## config.mk

```make
export PLATFORM = sky130hd
export DESIGN_NAME = adcc_top
export DESIGN_NICKNAME = d
export VERILOG_FILES = /design/src/hdl/adcc_pkg.sv /design/src/hdl/adcc_oversampler.sv /design/src/hdl/adcc_watchdog.sv /design/src/hdl/adcc_top.sv
export VERILOG_INCLUDE_DIRS = /design/src /design/src/hdl
export SDC_FILE = /design/constraint.sdc
export NUM_CORES = 1
export LEC_CHECK = 0
export BUFFER_PORTS_ARGS = -buffer_cell sky130_fd_sc_hd__buf_2
export CORE_MARGIN = 5
export CORE_UTILIZATION = 60
export CTS_CLUSTER_SIZE = 25
export DETAILED_ROUTE_END_ITERATION = 8
export PLACE_DENSITY_LB_ADDON = 0.25
export RECOVER_POWER = 25
export SETUP_SLACK_MARGIN = 0.1
export SLEW_MARGIN = 20
export SYNTH_ARGS = -nofsm -noshare
export SYNTH_HDL_FRONTEND = slang
export SYNTH_SLANG_ARGS = --single-unit
```

## constraint.sdc

```tcl
create_clock -name hclk -period 3.67 [get_ports hclk]
set_input_delay 0.367 -clock hclk [delete_from_list [all_inputs] [get_ports hclk]]
set_output_delay 0.367 -clock hclk [all_outputs]
set_load 0.1 [all_outputs]
```

## src/hdl/adcc_cfg.svh

```systemverilog
// Purpose: offsets, field positions, write masks and timing of the converter control
// Assumes: 32-bit AHB-Lite register words, hclk at 50 MHz
// Notes: definitions only
`ifndef ADCC_CFG_SVH
`define ADCC_CFG_SVH

// ---------------------------------------------------------------
// register byte offsets
// ---------------------------------------------------------------
`define ADCC_OFS_CTRL 8'h00
`define ADCC_OFS_CHSEL 8'h04
`define ADCC_OFS_AWDCFG 8'h08
`define ADCC_OFS_AWDMASK 8'h0C
`define ADCC_OFS_THR 8'h10
`define ADCC_OFS_DATA 8'h14
`define ADCC_OFS_STATUS 8'h18
`define ADCC_OFS_IE 8'h1C
`define ADCC_OFS_CALREF 8'h20
`define ADCC_OFS_CALTEMP 8'h24

// ---------------------------------------------------------------
// control fields
// ---------------------------------------------------------------
`define ADCC_CTRL_EN 0
`define ADCC_CTRL_SCAN 1
`define ADCC_CTRL_TRIGEN 2
`define ADCC_CTRL_TRIGSEL 5:4
`define ADCC_CTRL_DMAEN 6
`define ADCC_CTRL_OSEN 7
`define ADCC_CTRL_OSSHIFT 11:8
`define ADCC_CTRL_START 12
`define ADCC_CTRL_WMASK 32'h00000FF7
`define ADCC_CHSEL_WMASK 32'h0007FFFF

// ---------------------------------------------------------------
// status and interrupt bits (same layout in mask register)
// ---------------------------------------------------------------
`define ADCC_ST_EOC 0
`define ADCC_ST_EOS 1
`define ADCC_ST_AWD 2
`define ADCC_ST_OVR 3
`define ADCC_ST_BUSY 8
`define ADCC_ST_W1C 4'hF

// ---------------------------------------------------------------
// channels
// ---------------------------------------------------------------
`define ADCC_NCH 19
`define ADCC_CH_LCD 5'h10
`define ADCC_CH_BANDGAP 5'h11
`define ADCC_CH_TEMP 5'h12
`define ADCC_OS_MAXSHIFT 4'h8

// ---------------------------------------------------------------
// timing
// ---------------------------------------------------------------
`define ADCC_CLK_MHZ 50
`define ADCC_PWRUP_NS 100
`define ADCC_PWRUP_CYC ((`ADCC_PWRUP_NS * `ADCC_CLK_MHZ + 999) / 1000)

`endif

```

## src/hdl/adcc_pkg.sv

```systemverilog
// Purpose: types shared by the converter control files
// Assumes: nothing
// Notes: constants live in adcc_cfg.svh
package adcc_pkg;
	// sequencer states
	typedef enum logic [2:0] {
		ST_IDLE = 3'b000,
		ST_PWRUP = 3'b001,
		ST_CONV = 3'b010,
		ST_WAIT = 3'b011,
		ST_NEXT = 3'b100
	} adcc_state_t;

	// control toward the analog macro
	typedef struct packed {
		logic pwr;
		logic start;
		logic [4:0] ch;
	} adcc_ana_t;

	// captured ahb address phase
	typedef struct packed {
		logic vld;
		logic wr;
		logic [7:0] ofs;
	} adcc_aphase_t;
endpackage

```

## src/hdl/adcc_oversampler.sv

```systemverilog
// Purpose: accumulate raw samples and scale to a 16-bit result
// Assumes: shift is 0..8, held while a channel is being sampled
// Notes: raw mode passes the 12-bit sample straight through
`timescale 1ns/1ns
`default_nettype none
`include "adcc_cfg.svh"
module adcc_oversampler (
	input wire logic hclk,
	input wire logic hresetn,
	input wire logic clr,
	input wire logic raw,
	input wire logic [3:0] shift,
	input wire logic smp_vld,
	input wire logic [11:0] smp,
	output logic res_vld,
	output logic [15:0] res
);
	import adcc_pkg::*;

	logic [19:0] acc_ff; // running sum, 256 x 4095 fits
	logic [8:0] cnt_ff; // samples taken so far
	logic [8:0] need; // samples per result
	logic [19:0] sum;
	logic [23:0] scaled;

	// shift clipped so a bad setting cannot overflow the sum
	assign need = raw ? 9'h001 : (9'h001 << ((shift > `ADCC_OS_MAXSHIFT) ? `ADCC_OS_MAXSHIFT : shift));
	assign sum = acc_ff + {8'h00, smp};
	// sum of 2^n samples times 16 over 2^n gives 16 bits
	assign scaled = {sum, 4'h0} >> ((shift > `ADCC_OS_MAXSHIFT) ? `ADCC_OS_MAXSHIFT : shift);

	// ---------------------------------------------------------------
	// accumulator
	// ---------------------------------------------------------------
	always_ff @(posedge hclk or negedge hresetn) begin
		if (!hresetn) begin
			acc_ff <= 20'h00000;
			cnt_ff <= 9'h000;
		end else if (clr) begin
			acc_ff <= 20'h00000;
			cnt_ff <= 9'h000;
		end else if (smp_vld) begin
			if (cnt_ff + 9'h001 >= need) begin
				acc_ff <= 20'h00000;
				cnt_ff <= 9'h000;
			end else begin
				acc_ff <= sum;
				cnt_ff <= cnt_ff + 9'h001;
			end
		end
	end

	// ---------------------------------------------------------------
	// result
	// ---------------------------------------------------------------
	always_ff @(posedge hclk or negedge hresetn) begin
		if (!hresetn) begin
			res_vld <= 1'b0;
			res <= 16'h0000;
		end else begin
			res_vld <= smp_vld && !clr && (cnt_ff + 9'h001 >= need);
			if (smp_vld && !clr && (cnt_ff + 9'h001 >= need)) begin
				res <= raw ? {4'h0, smp} : scaled[15:0];
			end
		end
	end

	property p_raw_width;
		@(posedge hclk) disable iff (!hresetn)
		(smp_vld && raw && !clr) |=> (res_vld && res[15:12] == 4'h0 && res[11:0] == $past(smp));
	endproperty
	a_raw_width: assert property (p_raw_width) else $error("raw result not 12-bit sample");

	property p_count_cap;
		@(posedge hclk) disable iff (!hresetn)
		cnt_ff < 9'h100;
	endproperty
	a_count_cap: assert property (p_count_cap) else $error("more than 256 samples summed");
endmodule
`default_nettype wire

```

## src/hdl/adcc_watchdog.sv

```systemverilog
// Purpose: out-of-range check of delivered results
// Assumes: thresholds compare against the delivered 16-bit result
// Notes: one, some or all channels by mask
`timescale 1ns/1ns
`default_nettype none
`include "adcc_cfg.svh"
module adcc_watchdog (
	input wire logic hclk,
	input wire logic hresetn,
	input wire logic en,
	input wire logic [18:0] mask,
	input wire logic [15:0] lo,
	input wire logic [15:0] hi,
	input wire logic vld,
	input wire logic [4:0] ch,
	input wire logic [15:0] val,
	output logic hit
);
	import adcc_pkg::*;

	logic watched;

	// channels above the map are never watched
	assign watched = (ch < 5'(`ADCC_NCH)) && mask[ch];

	// ---------------------------------------------------------------
	// compare, one-cycle pulse
	// ---------------------------------------------------------------
	always_ff @(posedge hclk or negedge hresetn) begin
		if (!hresetn) begin
			hit <= 1'b0;
		end else begin
			hit <= vld && en && watched && ((val < lo) || (val > hi));
		end
	end

	property p_hit_cause;
		@(posedge hclk) disable iff (!hresetn)
		hit |-> $past(vld && en && mask[ch] && (val < lo || val > hi));
	endproperty
	a_hit_cause: assert property (p_hit_cause) else $error("watchdog hit without cause");
endmodule
`default_nettype wire

```

## src/hdl/adcc_top.sv

```systemverilog
// Purpose: control of the converter: sequencing, power gating, registers, dma, irq
// Assumes: analog macro raises conv_done_async after start, data stable with it
// Notes: zero-wait ahb-lite slave, read data chosen in the address phase
`timescale 1ns/1ns
`default_nettype none
`include "adcc_cfg.svh"
module adcc_top #(
	parameter logic [15:0] BANDGAP_CAL = 16'h0600, // arbitrary default
	parameter logic [15:0] TEMP_CAL_LO = 16'h0280, // arbitrary default
	parameter logic [15:0] TEMP_CAL_HI = 16'h0380 // arbitrary default
) (
	input wire logic hclk,
	input wire logic hresetn,
	input wire logic hsel,
	input wire logic [31:0] haddr,
	input wire logic [1:0] htrans,
	input wire logic hwrite,
	input wire logic [2:0] hsize,
	input wire logic [31:0] hwdata,
	input wire logic hready,
	output logic [31:0] hrdata,
	output logic hreadyout,
	output logic hresp,
	input wire logic [3:0] timer_trig,
	input wire logic conv_done_async,
	input wire logic [11:0] conv_data,
	output var adcc_pkg::adcc_ana_t ana_ctl,
	output logic dma_req,
	input wire logic dma_ack,
	output logic irq
);
	import adcc_pkg::*;

	// ---------------------------------------------------------------
	// declarations
	// ---------------------------------------------------------------
	adcc_aphase_t ap_ff; // pending data phase
	logic [31:0] ctrl_ff; // mode and option bits
	logic [18:0] chsel_ff; // channel group
	logic [31:0] awdcfg_ff; // bit 0 watchdog enable
	logic [18:0] awdmask_ff; // watched channels
	logic [31:0] thr_ff; // high in top half, low in bottom
	logic [31:0] data_ff; // channel and result
	logic [3:0] status_ff; // sticky events
	logic [3:0] ie_ff; // interrupt mask
	logic sw_start_ff; // start written last cycle
	logic [3:0] trig_d_ff; // last timer levels for edges
	adcc_state_t state_ff;
	adcc_state_t nxt_state;
	logic [4:0] ch_ff; // channel in conversion
	logic [3:0] pwr_cnt_ff; // power settle count
	logic done_s1_ff; // synchroniser stage one
	logic done_s2_ff; // synchroniser stage two
	logic done_d_ff; // for rising edge
	logic [11:0] smp_ff; // captured raw sample
	logic smp_vld_ff;
	logic os_clr_ff;
	logic [31:0] hrdata_ff;
	logic hreadyout_ff;
	adcc_ana_t ana_ff;
	logic dma_req_ff;
	logic irq_ff;
	logic os_res_vld;
	logic [15:0] os_res;
	logic awd_hit;
	logic wr_go;
	logic acc_go;
	logic done_rise;
	logic trig_go;
	logic go;
	logic [5:0] first_ch;
	logic [5:0] next_ch;
	logic [3:0] ev_set;
	logic [3:0] ev_clr;
	logic [31:0] rd_mux;

	// lowest selected channel above 'from'; bit 5 says found
	function automatic logic [5:0] find_ch(input logic [18:0] m, input int from);
		logic [5:0] r;
		r = 6'h00;
		for (int i = `ADCC_NCH - 1; i >= 0; i--) begin
			if (m[i] && i > from) begin
				r = {1'b1, 5'(i)};
			end
		end
		return r;
	endfunction

	assign first_ch = find_ch(chsel_ff, -1);
	assign next_ch = find_ch(chsel_ff, int'(ch_ff));

	// ---------------------------------------------------------------
	// ahb-lite slave
	// ---------------------------------------------------------------
	assign acc_go = hsel && htrans[1] && hready;
	assign wr_go = ap_ff.vld && ap_ff.wr;

	// address phase capture; only whole words are expected
	always_ff @(posedge hclk or negedge hresetn) begin
		if (!hresetn) begin
			ap_ff <= '0;
		end else begin
			ap_ff.vld <= acc_go;
			ap_ff.wr <= acc_go && hwrite;
			ap_ff.ofs <= acc_go ? haddr[7:0] : 8'h00;
		end
	end

	// read mux, unmapped offsets read zero
	always_comb begin
		rd_mux = 32'h00000000;
		if (haddr[7:0] == `ADCC_OFS_CTRL) begin
			rd_mux = ctrl_ff;
		end else if (haddr[7:0] == `ADCC_OFS_CHSEL) begin
			rd_mux = {13'h0000, chsel_ff};
		end else if (haddr[7:0] == `ADCC_OFS_AWDCFG) begin
			rd_mux = awdcfg_ff;
		end else if (haddr[7:0] == `ADCC_OFS_AWDMASK) begin
			rd_mux = {13'h0000, awdmask_ff};
		end else if (haddr[7:0] == `ADCC_OFS_THR) begin
			rd_mux = thr_ff;
		end else if (haddr[7:0] == `ADCC_OFS_DATA) begin
			rd_mux = data_ff;
		end else if (haddr[7:0] == `ADCC_OFS_STATUS) begin
			rd_mux = {23'h000000, (state_ff != ST_IDLE), 4'h0, status_ff};
		end else if (haddr[7:0] == `ADCC_OFS_IE) begin
			rd_mux = {28'h0000000, ie_ff};
		end else if (haddr[7:0] == `ADCC_OFS_CALREF) begin
			rd_mux = {16'h0000, BANDGAP_CAL};
		end else if (haddr[7:0] == `ADCC_OFS_CALTEMP) begin
			rd_mux = {TEMP_CAL_HI, TEMP_CAL_LO};
		end
	end

	// read data and response flops; writes to calibration words are ignored
	always_ff @(posedge hclk or negedge hresetn) begin
		if (!hresetn) begin
			hrdata_ff <= 32'h00000000;
			hreadyout_ff <= 1'b0;
		end else begin
			hreadyout_ff <= 1'b1;
			if (acc_go && !hwrite) begin
				hrdata_ff <= rd_mux;
			end
		end
	end

	// ---------------------------------------------------------------
	// configuration registers
	// ---------------------------------------------------------------
	always_ff @(posedge hclk or negedge hresetn) begin
		if (!hresetn) begin
			ctrl_ff <= 32'h00000000;
			chsel_ff <= 19'h00000;
			awdcfg_ff <= 32'h00000000;
			awdmask_ff <= 19'h00000;
			thr_ff <= 32'hFFFF0000;
			ie_ff <= 4'h0;
			sw_start_ff <= 1'b0;
		end else begin
			sw_start_ff <= wr_go && (ap_ff.ofs == `ADCC_OFS_CTRL) && hwdata[`ADCC_CTRL_START];
			if (wr_go && ap_ff.ofs == `ADCC_OFS_CTRL) begin
				ctrl_ff <= hwdata & `ADCC_CTRL_WMASK;
			end else if (wr_go && ap_ff.ofs == `ADCC_OFS_CHSEL) begin
				chsel_ff <= hwdata[18:0];
			end else if (wr_go && ap_ff.ofs == `ADCC_OFS_AWDCFG) begin
				awdcfg_ff <= {31'h00000000, hwdata[0]};
			end else if (wr_go && ap_ff.ofs == `ADCC_OFS_AWDMASK) begin
				awdmask_ff <= hwdata[18:0];
			end else if (wr_go && ap_ff.ofs == `ADCC_OFS_THR) begin
				thr_ff <= hwdata;
			end else if (wr_go && ap_ff.ofs == `ADCC_OFS_IE) begin
				ie_ff <= hwdata[3:0];
			end
		end
	end

	// ---------------------------------------------------------------
	// start sources
	// ---------------------------------------------------------------
	// timers share hclk, so their levels need no synchroniser
	always_ff @(posedge hclk or negedge hresetn) begin
		if (!hresetn) begin
			trig_d_ff <= 4'h0;
		end else begin
			trig_d_ff <= timer_trig;
		end
	end

	assign trig_go = ctrl_ff[`ADCC_CTRL_TRIGEN] &&
		timer_trig[ctrl_ff[`ADCC_CTRL_TRIGSEL]] && !trig_d_ff[ctrl_ff[`ADCC_CTRL_TRIGSEL]];
	assign go = ctrl_ff[`ADCC_CTRL_EN] && (sw_start_ff || trig_go) && first_ch[5];

	// ---------------------------------------------------------------
	// conversion done from the analog clock
	// ---------------------------------------------------------------
	// macro runs on its own clock; only stage two is looked at
	always_ff @(posedge hclk or negedge hresetn) begin
		if (!hresetn) begin
			done_s1_ff <= 1'b0;
			done_s2_ff <= 1'b0;
			done_d_ff <= 1'b0;
		end else begin
			done_s1_ff <= conv_done_async;
			done_s2_ff <= done_s1_ff;
			done_d_ff <= done_s2_ff;
		end
	end

	assign done_rise = done_s2_ff && !done_d_ff;

	// ---------------------------------------------------------------
	// sequencer
	// ---------------------------------------------------------------
	// a start while busy is dropped rather than queued
	always_comb begin
		nxt_state = state_ff;
		case (state_ff)
			ST_IDLE: begin
				if (go) begin
					nxt_state = ST_PWRUP;
				end
			end
			ST_PWRUP: begin
				if (pwr_cnt_ff == 4'h0) begin
					nxt_state = ST_CONV;
				end
			end
			ST_CONV: begin
				nxt_state = ST_WAIT;
			end
			ST_WAIT: begin
				if (done_rise) begin
					nxt_state = ST_NEXT;
				end
			end
			ST_NEXT: begin
				// oversampler answers one cycle after the sample, so wait for it
				if (smp_vld_ff) begin
					nxt_state = ST_NEXT;
				end else if (!os_res_vld) begin
					nxt_state = ST_CONV;
				end else if (ctrl_ff[`ADCC_CTRL_SCAN] && next_ch[5]) begin
					nxt_state = ST_CONV;
				end else begin
					nxt_state = ST_IDLE;
				end
			end
			default: begin
				nxt_state = ST_IDLE;
			end
		endcase
	end

	// state, channel and power-up counter
	always_ff @(posedge hclk or negedge hresetn) begin
		if (!hresetn) begin
			state_ff <= ST_IDLE;
			ch_ff <= 5'h00;
			pwr_cnt_ff <= 4'h0;
		end else begin
			state_ff <= nxt_state;
			if (state_ff == ST_IDLE && go) begin
				ch_ff <= first_ch[4:0];
				pwr_cnt_ff <= 4'(`ADCC_PWRUP_CYC - 1);
			end else if (state_ff == ST_PWRUP && pwr_cnt_ff != 4'h0) begin
				pwr_cnt_ff <= pwr_cnt_ff - 4'h1;
			end else if (state_ff == ST_NEXT && os_res_vld && next_ch[5]) begin
				ch_ff <= next_ch[4:0];
			end
		end
	end

	// analog control; channels 16..18 reach lcd node, bandgap, sensor
	always_ff @(posedge hclk or negedge hresetn) begin
		if (!hresetn) begin
			ana_ff <= '0;
		end else begin
			ana_ff.pwr <= (nxt_state != ST_IDLE);
			ana_ff.start <= (state_ff == ST_CONV);
			ana_ff.ch <= (nxt_state == ST_IDLE) ? 5'h00 : ch_ff;
		end
	end

	// sample capture and accumulator clear at each start
	always_ff @(posedge hclk or negedge hresetn) begin
		if (!hresetn) begin
			smp_ff <= 12'h000;
			smp_vld_ff <= 1'b0;
			os_clr_ff <= 1'b0;
		end else begin
			smp_vld_ff <= (state_ff == ST_WAIT) && done_rise;
			os_clr_ff <= (state_ff == ST_IDLE) && go;
			if (state_ff == ST_WAIT && done_rise) begin
				smp_ff <= conv_data;
			end
		end
	end

	adcc_oversampler u_os (
		.hclk(hclk),
		.hresetn(hresetn),
		.clr(os_clr_ff),
		.raw(!ctrl_ff[`ADCC_CTRL_OSEN]),
		.shift(ctrl_ff[`ADCC_CTRL_OSSHIFT]),
		.smp_vld(smp_vld_ff),
		.smp(smp_ff),
		.res_vld(os_res_vld),
		.res(os_res)
	);

	adcc_watchdog u_awd (
		.hclk(hclk),
		.hresetn(hresetn),
		.en(awdcfg_ff[0]),
		.mask(awdmask_ff),
		.lo(thr_ff[15:0]),
		.hi(thr_ff[31:16]),
		.vld(os_res_vld),
		.ch(ch_ff),
		.val(os_res),
		.hit(awd_hit)
	);

	// ---------------------------------------------------------------
	// result, dma, status and interrupt
	// ---------------------------------------------------------------
	always_ff @(posedge hclk or negedge hresetn) begin
		if (!hresetn) begin
			data_ff <= 32'h00000000;
			dma_req_ff <= 1'b0;
		end else begin
			if (os_res_vld) begin
				data_ff <= {11'h000, ch_ff, os_res};
			end
			// new result keeps the request high even if acked now
			if (os_res_vld && ctrl_ff[`ADCC_CTRL_DMAEN]) begin
				dma_req_ff <= 1'b1;
			end else if (dma_ack) begin
				dma_req_ff <= 1'b0;
			end
		end
	end

	assign ev_set[`ADCC_ST_EOC] = os_res_vld;
	assign ev_set[`ADCC_ST_EOS] = (state_ff == ST_NEXT) && (nxt_state == ST_IDLE);
	assign ev_set[`ADCC_ST_AWD] = awd_hit;
	assign ev_set[`ADCC_ST_OVR] = os_res_vld && dma_req_ff && !dma_ack;
	assign ev_clr = (wr_go && ap_ff.ofs == `ADCC_OFS_STATUS) ? (hwdata[3:0] & `ADCC_ST_W1C) : 4'h0;

	// set wins over a write-one clear in the same cycle
	always_ff @(posedge hclk or negedge hresetn) begin
		if (!hresetn) begin
			status_ff <= 4'h0;
			irq_ff <= 1'b0;
		end else begin
			status_ff <= (status_ff & ~ev_clr) | ev_set;
			irq_ff <= |(((status_ff & ~ev_clr) | ev_set) & ie_ff);
		end
	end

	assign hrdata = hrdata_ff;
	assign hreadyout = hreadyout_ff;
	assign hresp = 1'b0;
	assign ana_ctl = ana_ff;
	assign dma_req = dma_req_ff;
	assign irq = irq_ff;

	// ---------------------------------------------------------------
	// checks
	// ---------------------------------------------------------------
	property p_idle_off;
		@(posedge hclk) disable iff (!hresetn)
		(state_ff == ST_IDLE && $past(state_ff) == ST_IDLE) |-> !ana_ff.pwr;
	endproperty
	a_idle_off: assert property (p_idle_off) else $error("analog powered while idle");

	property p_settle;
		@(posedge hclk) disable iff (!hresetn)
		$rose(state_ff == ST_PWRUP) |-> (state_ff == ST_PWRUP && ana_ff.pwr)[*5] ##2 ana_ff.start;
	endproperty
	a_settle: assert property (p_settle) else $error("start before power settled");

	property p_start_pulse;
		@(posedge hclk) disable iff (!hresetn)
		ana_ff.start |-> ana_ff.pwr ##1 !ana_ff.start;
	endproperty
	a_start_pulse: assert property (p_start_pulse) else $error("start not a powered pulse");

	property p_ch_range;
		@(posedge hclk) disable iff (!hresetn)
		ana_ff.start |-> (ana_ff.ch <= `ADCC_CH_TEMP) && chsel_ff[ana_ff.ch];
	endproperty
	a_ch_range: assert property (p_ch_range) else $error("unselected channel converted");

	property p_ascend;
		@(posedge hclk) disable iff (!hresetn)
		(state_ff == ST_NEXT && os_res_vld && nxt_state == ST_CONV) |=> (ch_ff > $past(ch_ff));
	endproperty
	a_ascend: assert property (p_ascend) else $error("scan order not ascending");

	property p_eoc;
		@(posedge hclk) disable iff (!hresetn)
		os_res_vld |=> status_ff[`ADCC_ST_EOC] && data_ff[15:0] == $past(os_res);
	endproperty
	a_eoc: assert property (p_eoc) else $error("result without complete flag");

	property p_awd_irq;
		@(posedge hclk) disable iff (!hresetn)
		(awd_hit && ie_ff[`ADCC_ST_AWD]) |=> irq;
	endproperty
	a_awd_irq: assert property (p_awd_irq) else $error("watchdog event gave no irq");

	property p_dma;
		@(posedge hclk) disable iff (!hresetn)
		(os_res_vld && ctrl_ff[`ADCC_CTRL_DMAEN]) |=> dma_req;
	endproperty
	a_dma: assert property (p_dma) else $error("no dma request for result");

	property p_trig;
		@(posedge hclk) disable iff (!hresetn)
		(state_ff == ST_IDLE && trig_go && ctrl_ff[`ADCC_CTRL_EN] && first_ch[5])
			|=> state_ff == ST_PWRUP ##1 ana_ff.pwr;
	endproperty
	a_trig: assert property (p_trig) else $error("timer edge did not start");
endmodule
`default_nettype wire

```

==> flow_summary.toml, run 1 <==
[pwr]
ir_worst_vdd_v = 0.000353
powerDensity_mw_per_mm2 = 448
leakage_nw = 7.36

[routing]
wl_um = 39000
routed_via_density = 6.48
drt_pre_antenna_iters = 5
via_count = 11351
drt-initial-drc-count = 1103
wl_per_cell_um = 22.3
drc = 0
postRouteAntennaNets = 0

[run]
maxCapViolCount = 2

[logic_synthesis]
seq_area_frac_synth_pct = 44.8
synth_fp_nets = 1488
synth-edff-count = 0
synth_ff_type = "dfrtp_1"
ys_async_sr_fraction_pct = 100
netlist_area_mm2 = 0.0137
synth.ff_latch_count = 244
ys_types = 94
synthDominantCellAreaShare_pct = 41.7
synthTopCellsByArea = "dfrtp_1, mux2_2, ha_1"
postSynthCellCount = 1341
yosysTopAreaCell = "dfrtp_1"
yosysWarnings = 0
syn_avg_cell_area_um2 = 10.2

[floorplanning]
num_rows = 55
fp.dieW_um = 161
die_h_um = 161
ios = 135
dieArea_mm2 = 0.0259
initial_core_util_pct = 60.7
core_mm2 = 0.0225

[critical_path]
path_class = "reg2reg"
crit_chain = "nor2_1, nand2_1, or3_1, ha_1, nand2_1, o21ai_0, a41oi_1, a21oi_1, nand2_1, inv_2, nand2_1, nor2_1, nand3_1, o31ai_1"
critical-path-top-delay-family = "simple AND/OR/NAND/NOR gates"
cp_num_buf_inv = 1
reg2reg_slack_ns = 0.36
startpoint = "ctrl_ff[11]"
crit_top_cell = "nand2_1"
reg2reg_depth = 14
critical-path-slowest-cell = "dfrtp_1"
r2r_start = "ctrl_ff[11]"
worstReg2RegEnd = "u_os.res[15]"
cp.required_ns = 4.12
start_kind = "flip-flop"
crit_path_end_kind = "flip-flop"
arrival_ns = 3.76
critPathMaxFanout = 10
slowest_delay_ns = 0.49

[sta]
tns_ns = 0
rsz0062_at_grt = "no"
skew_ns = 0.0118
hold_ws_ns = 0.0469
worstMarginPinSlew_ns = 2.53
layout_min_cycle_time_ns = 3.31
fin_crit_sh_pct = 90.1
clock.fmax_ghz = 0.302
slew_violations = 124
finalSetupViolCount = 0
hold_viol = 0
slew_headroom_pct = -68.5

[clocking]
clk_latency_ns = 0.55
cts.sinks = 244
cts_inserted_buffers = 27
post_cts_resized = 0
postCtsHoldBufs = 6
htreeDepth = 1
cts_root_buf = "clkbuf_16"
clock_path_buffers = 3
clk_pin_slew_ns = 0.06
cts_tree = "yes"
cts_setup_buffers = 0

[worst_hold_path]
holdPathStages = 2
hp-start = "hwdata[21]"
hp-class = "in2reg"
worstHoldEndpoint = "thr_ff[21]"

[run_status]
outcome = "finished with violations"
failed_checks = "max-capacitance violations, max-slew violations"

[grt]
grt_usage_pct = 29.8
grt_pass1_wl_um = 61700
antenna_found_initial = 2
grt_max_degree = 97
grt_pass1_vias = 11014
grt_overflow = 0

[placed_design]
port_buffers = 105
dpl.hpwl_um = 28000
routabilityCongestion = 1.02

[final_layout]
diodes = 0
drive_gt1_share_pct = 24.5
syn2layout_area_growth_pct = 13.3
final_nets = 1592
final_common_cell = "dfrtp_1"
layout_common_cells = "dfrtp_1, nand2_1, mux2_2"
[metrics by stage]
stage / util, % / total power (W) / instance area, um2 / worst slack (ns) / instances
finish: 68.8 / 0.00694 / 15500 / 0.362 / 1751
global placement: 64.5 / 0.00414 / 14500 / 0.528 / 1695
detailed placement: 64.5 / 0.00416 / 14500 / 0.413 / 1695
floorplan: - / 0.00381 / 13700 / 0.794 / 1341
CTS: 68.9 / 0.00695 / 15500 / 0.409 / 1751
global route: 68.8 / 0.00718 / 15500 / 0.121 / 1751
[sequential cells by signal (all words and copies together) (netlist names), 3 cells and up]
signal / count
state_ff: 3
hrdata: 32
smp_ff: 12
awdmask_ff: 19
u_os.res: 16
ie_ff: 4
u_os.cnt_ff: 9
thr_ff: 32
ap_ff: 10
chsel_ff: 19
ctrl_ff: 11
data_ff: 21
ch_ff: 5
pwr_cnt_ff: 4
trig_d_ff: 4
ana_ctl: 7
status_ff: 4
u_os.acc_ff: 20
[cells in the mapped netlist (5+ instances only)]
library cell	count
a211o_1	8
nand4_1	15
nand3_1	41
buf_4	9
nor2_1	82
and2_1	16
a21boi_0	5
mux4_2	6
o21a_1	6
a21o_1	21
clkbuf_1	42
nor2b_1	10
inv_1	55
o211ai_1	11
nand2_1	125
and3_1	12
a221oi_1	6
a211oi_1	5
o31ai_1	16
nor3_1	24
buf_1	5
mux2i_1	16
nor4_1	7
a222oi_1	18
nand2b_1	12
o21ai_0	74
ha_1	54
a31oi_1	32
nor3b_1	5
a22o_1	20
xnor2_1	15
o22ai_1	6
dfrtp_1	228
mux2_2	112
buf_2	15
xor2_1	10
a22oi_1	8
dfstp_2	16
a21oi_1	65
[how the worst max path moves through the flow]
stage / end / cells after the start
detailed placement: u_os.res[15] / 14
finish: u_os.res[15] / 14
global route: u_os.res[15] / 14
CTS: u_os.res[15] / 14
floorplan: u_os.acc_ff[0] / 12
global placement: u_os.res[15] / 14
[power breakdown]
group	leakage [nW]	switching [W]	internal (W)	total, W
Sequential	3.17	0.000142	0.00282	0.00297
Clock	0.448	0.00114	0.00167	0.00281
Combinational	3.74	0.000861	0.000303	0.00116
[routing by layer]
metal	routed length (um)	track usage [%]
met2	17000	45.0
met1	16700	43.3
met5	69	1.33
met4	1250	8.45
met3	3980	6.83
[logic make-up after synthesis]
kind of cell / count (synthesis) / share of synthesized area [%]
other cells: 2 / 0.0550
mux: 134 / 11.4
flops: 244 / 44.8
simple gates: 390 / 14.8
buf+inv: 134 / 4.17
compound gates: 355 / 17.8
xor+xnor: 27 / 1.84
fa+ha+maj: 55 / 5.09
[worst register-to-register path: cells and delay by family (launching register included)]
family | cells | cell delay, ns
AND/OR/NAND/NOR | 8 | 1.44
flip-flops | 1 | 0.49
AO/OA/AOI/OAI | 4 | 0.81
adder cells (fa/ha/maj) | 1 | 0.31
buffers and inverters | 1 | 0.17
[cell type report]
class,count,area [um2]
fill,1727,7020
multi-input combinational,963,6980
sequential,244,6130
timing repair buffer,148,865
clock buffer,38,767
tap,285,357
inverter,61,229
clock inverter,12,158
(Power assumes the default switching activity.)
==> run 2: changes to the inputs <==
Settings changed: CELL_PAD_IN_SITES_DETAIL_PLACEMENT set to 1, CELL_PAD_IN_SITES_GLOBAL_PLACEMENT set to 2, CORE_UTILIZATION 60 to 39.
==> run 2 against run 1 <==
  * Core utilization is 23 points lower
  * Routed wire length up 18%
  * Setup slack worse by 0.0057 ns
  * First-iteration DRC count is 17% lower
  * Clock power is 17% higher
  * The run still ends with max-capacitance violations, max-slew violations left
  * Global-route usage decreased by 6.4 points
  * Clock skew up 0.0055 ns
  * Flip-flop and latch count unchanged
  * Largest power group is now the clock network
  * Sequential power about the same
  * Non-clock buffer count grew 6
  * Final area rose by 2.9%
==> flow_summary.toml, run 2 (synthesis gave the netlist of run 1 again) <==
[run_status]
outcome = "finished with violations"
failed_checks = "max-capacitance violations, max-slew violations"

[routing]
drc = 0
postRouteAntennaNets = 0
via_count = 11367
wl_um = 46200
wl_per_cell_um = 23.9
routed_via_density = 5.89
drt-initial-drc-count = 913
drt_pre_antenna_iters = 6

[final_layout]
multiInputGateArea_mm2 = 0.00699
final_common_cell = "dfrtp_1"
num-fill-cells = 3880
layout_common_cells = "dfrtp_1, nand2_1, mux2_2"
final_nets = 1600
utilization_pct = 46.1
diodes = 0
drive_gt1_share_pct = 25.2
seqCellArea_mm2 = 0.00613
syn2layout_area_growth_pct = 16.6

[clocking]
cts_inserted_buffers = 29
htreeDepth = 1
cts_tree = "yes"
clock_path_buffers = 3
cts_root_buf = "clkbuf_16"
cts.sinks = 244
clk_pin_slew_ns = 0.06
clk_latency_ns = 0.56

[sta]
fin_crit_sh_pct = 90.3
hold_ws_ns = 0.0408
hold_viol = 0
slew_headroom_pct = -65.9
worstMarginPinSlew_ns = 2.49
clock.fmax_ghz = 0.302
tns_ns = 0
finalSetupViolCount = 0
rsz0062_at_grt = "no"
layout_min_cycle_time_ns = 3.31
slew_violations = 118
skew_ns = 0.0173

[floorplanning]
num_rows = 68
die_h_um = 197
dieArea_mm2 = 0.0389
fp.dieW_um = 197
core_mm2 = 0.0345
ios = 135
initial_core_util_pct = 39.6

[critical_path]
critical-path-slowest-cell = "xnor2_1"
cp.required_ns = 4.10
cp_num_buf_inv = 0
critical-path-top-delay-family = "compound AO/OA/AOI/OAI gates"
crit_top_cell = "a31oi_1"
start_kind = "flip-flop"
critPathMaxFanout = 9
crit_path_end_kind = "flip-flop"
slowest_delay_ns = 0.65
arrival_ns = 3.74
crit_chain = "ha_1, a21o_1, a31oi_1, o211ai_2, and3_1, xnor2_1, o22ai_1, o21ai_0, a31oi_1"
path_class = "reg2reg"

[grt]
grt_max_degree = 93
grt_pass1_vias = 11851
grt_usage_pct = 23.4
grt_pass1_wl_um = 72000
grt_overflow = 0
antenna_found_initial = 1

[placed_design]
port_buffers = 105
routabilityCongestion = 0.877
dpl.hpwl_um = 33800

[worst_hold_path]
hp-class = "in2reg"

[pwr]
leakage_nw = 7.47
ir_worst_vdd_v = 0.000357
powerDensity_mw_per_mm2 = 468

[run]
maxCapViolCount = 2
## run 2: final timing paths
kind | start | endpoint | slack [ns] | cells past startpoint
worst max-delay path | smp_ff[6] | u_os.res[11] | 0.36 | 9
worst min register to register | done_s1_ff | done_s2_ff | 0.36 | 0
worst max register to register | smp_ff[6] | u_os.res[11] | 0.36 | 9
worst min-delay path | hwdata[28] | thr_ff[28] | 0.04 | 2
min in group asynchronous | hresetn | hrdata[22] | 1.08 | 2
max in group asynchronous | hresetn | chsel_ff[13] | 0.64 | 3
## run 2: layout make-up
cell class | instances | share of cell area (%)
Clock buffer | 38 | 5.14
Clock inverter | 16 | 1.74
Inverter | 61 | 1.44
Multi-Input combinational cell | 963 | 43.9
Sequential cell | 244 | 38.4
Tap cell | 455 | 3.57
Timing Repair Buffer | 154 | 5.78
## run 2: worst register-to-register path: cells and delay by family, from the launching register on
kind	cells	cell delay, ns
AO/OA/AOI/OAI	6	1.43
XOR/XNOR	1	0.65
adder cells (fa/ha/maj)	1	0.44
flip-flops	1	0.42
AND/OR/NAND/NOR	1	0.27
## run 2: stage by stage
stage / std cells / instance area (um2) / total power (W) / worst slack (ns)
after floorplan: 1341 / 13700 / 0.00381 / 0.794
after global placement: 1871 / 14800 / 0.00419 / 0.458
after detailed placement: 1871 / 14800 / 0.00421 / 0.405
after CTS: 1931 / 16000 / 0.00754 / 0.383
after global routing: 1931 / 15900 / 0.00775 / 0.0785
final: 1931 / 15900 / 0.00746 / 0.356
## run 2: power breakdown
group / total, W / internal, W / switching, W
Sequential: 0.00297 / 0.00282 / 0.000148
Combinational: 0.00120 / 0.000305 / 0.000894
Clock: 0.00329 / 0.00207 / 0.00123
Total: 0.00746 / 0.00519 / 0.00227
## run 2: per-layer routing
metal	track usage (%)	routed length, um	vias to the layer above	share of wire (%)
li1	-	-	5170	-
met1	34.0	21600	5830	47
met2	37.4	21200	300	46
met3	3.31	2220	65	4.8
met4	5.01	1030	2	2.2
met5	0	20	-	0.043
## run 2: timing repair
action,in CTS,in global routing
gates resized for setup,0,1
setup endpoints to repair,0,1
endpoints found under the hold margin,81,0
hold buffers,6,0
setup buffers,0,0
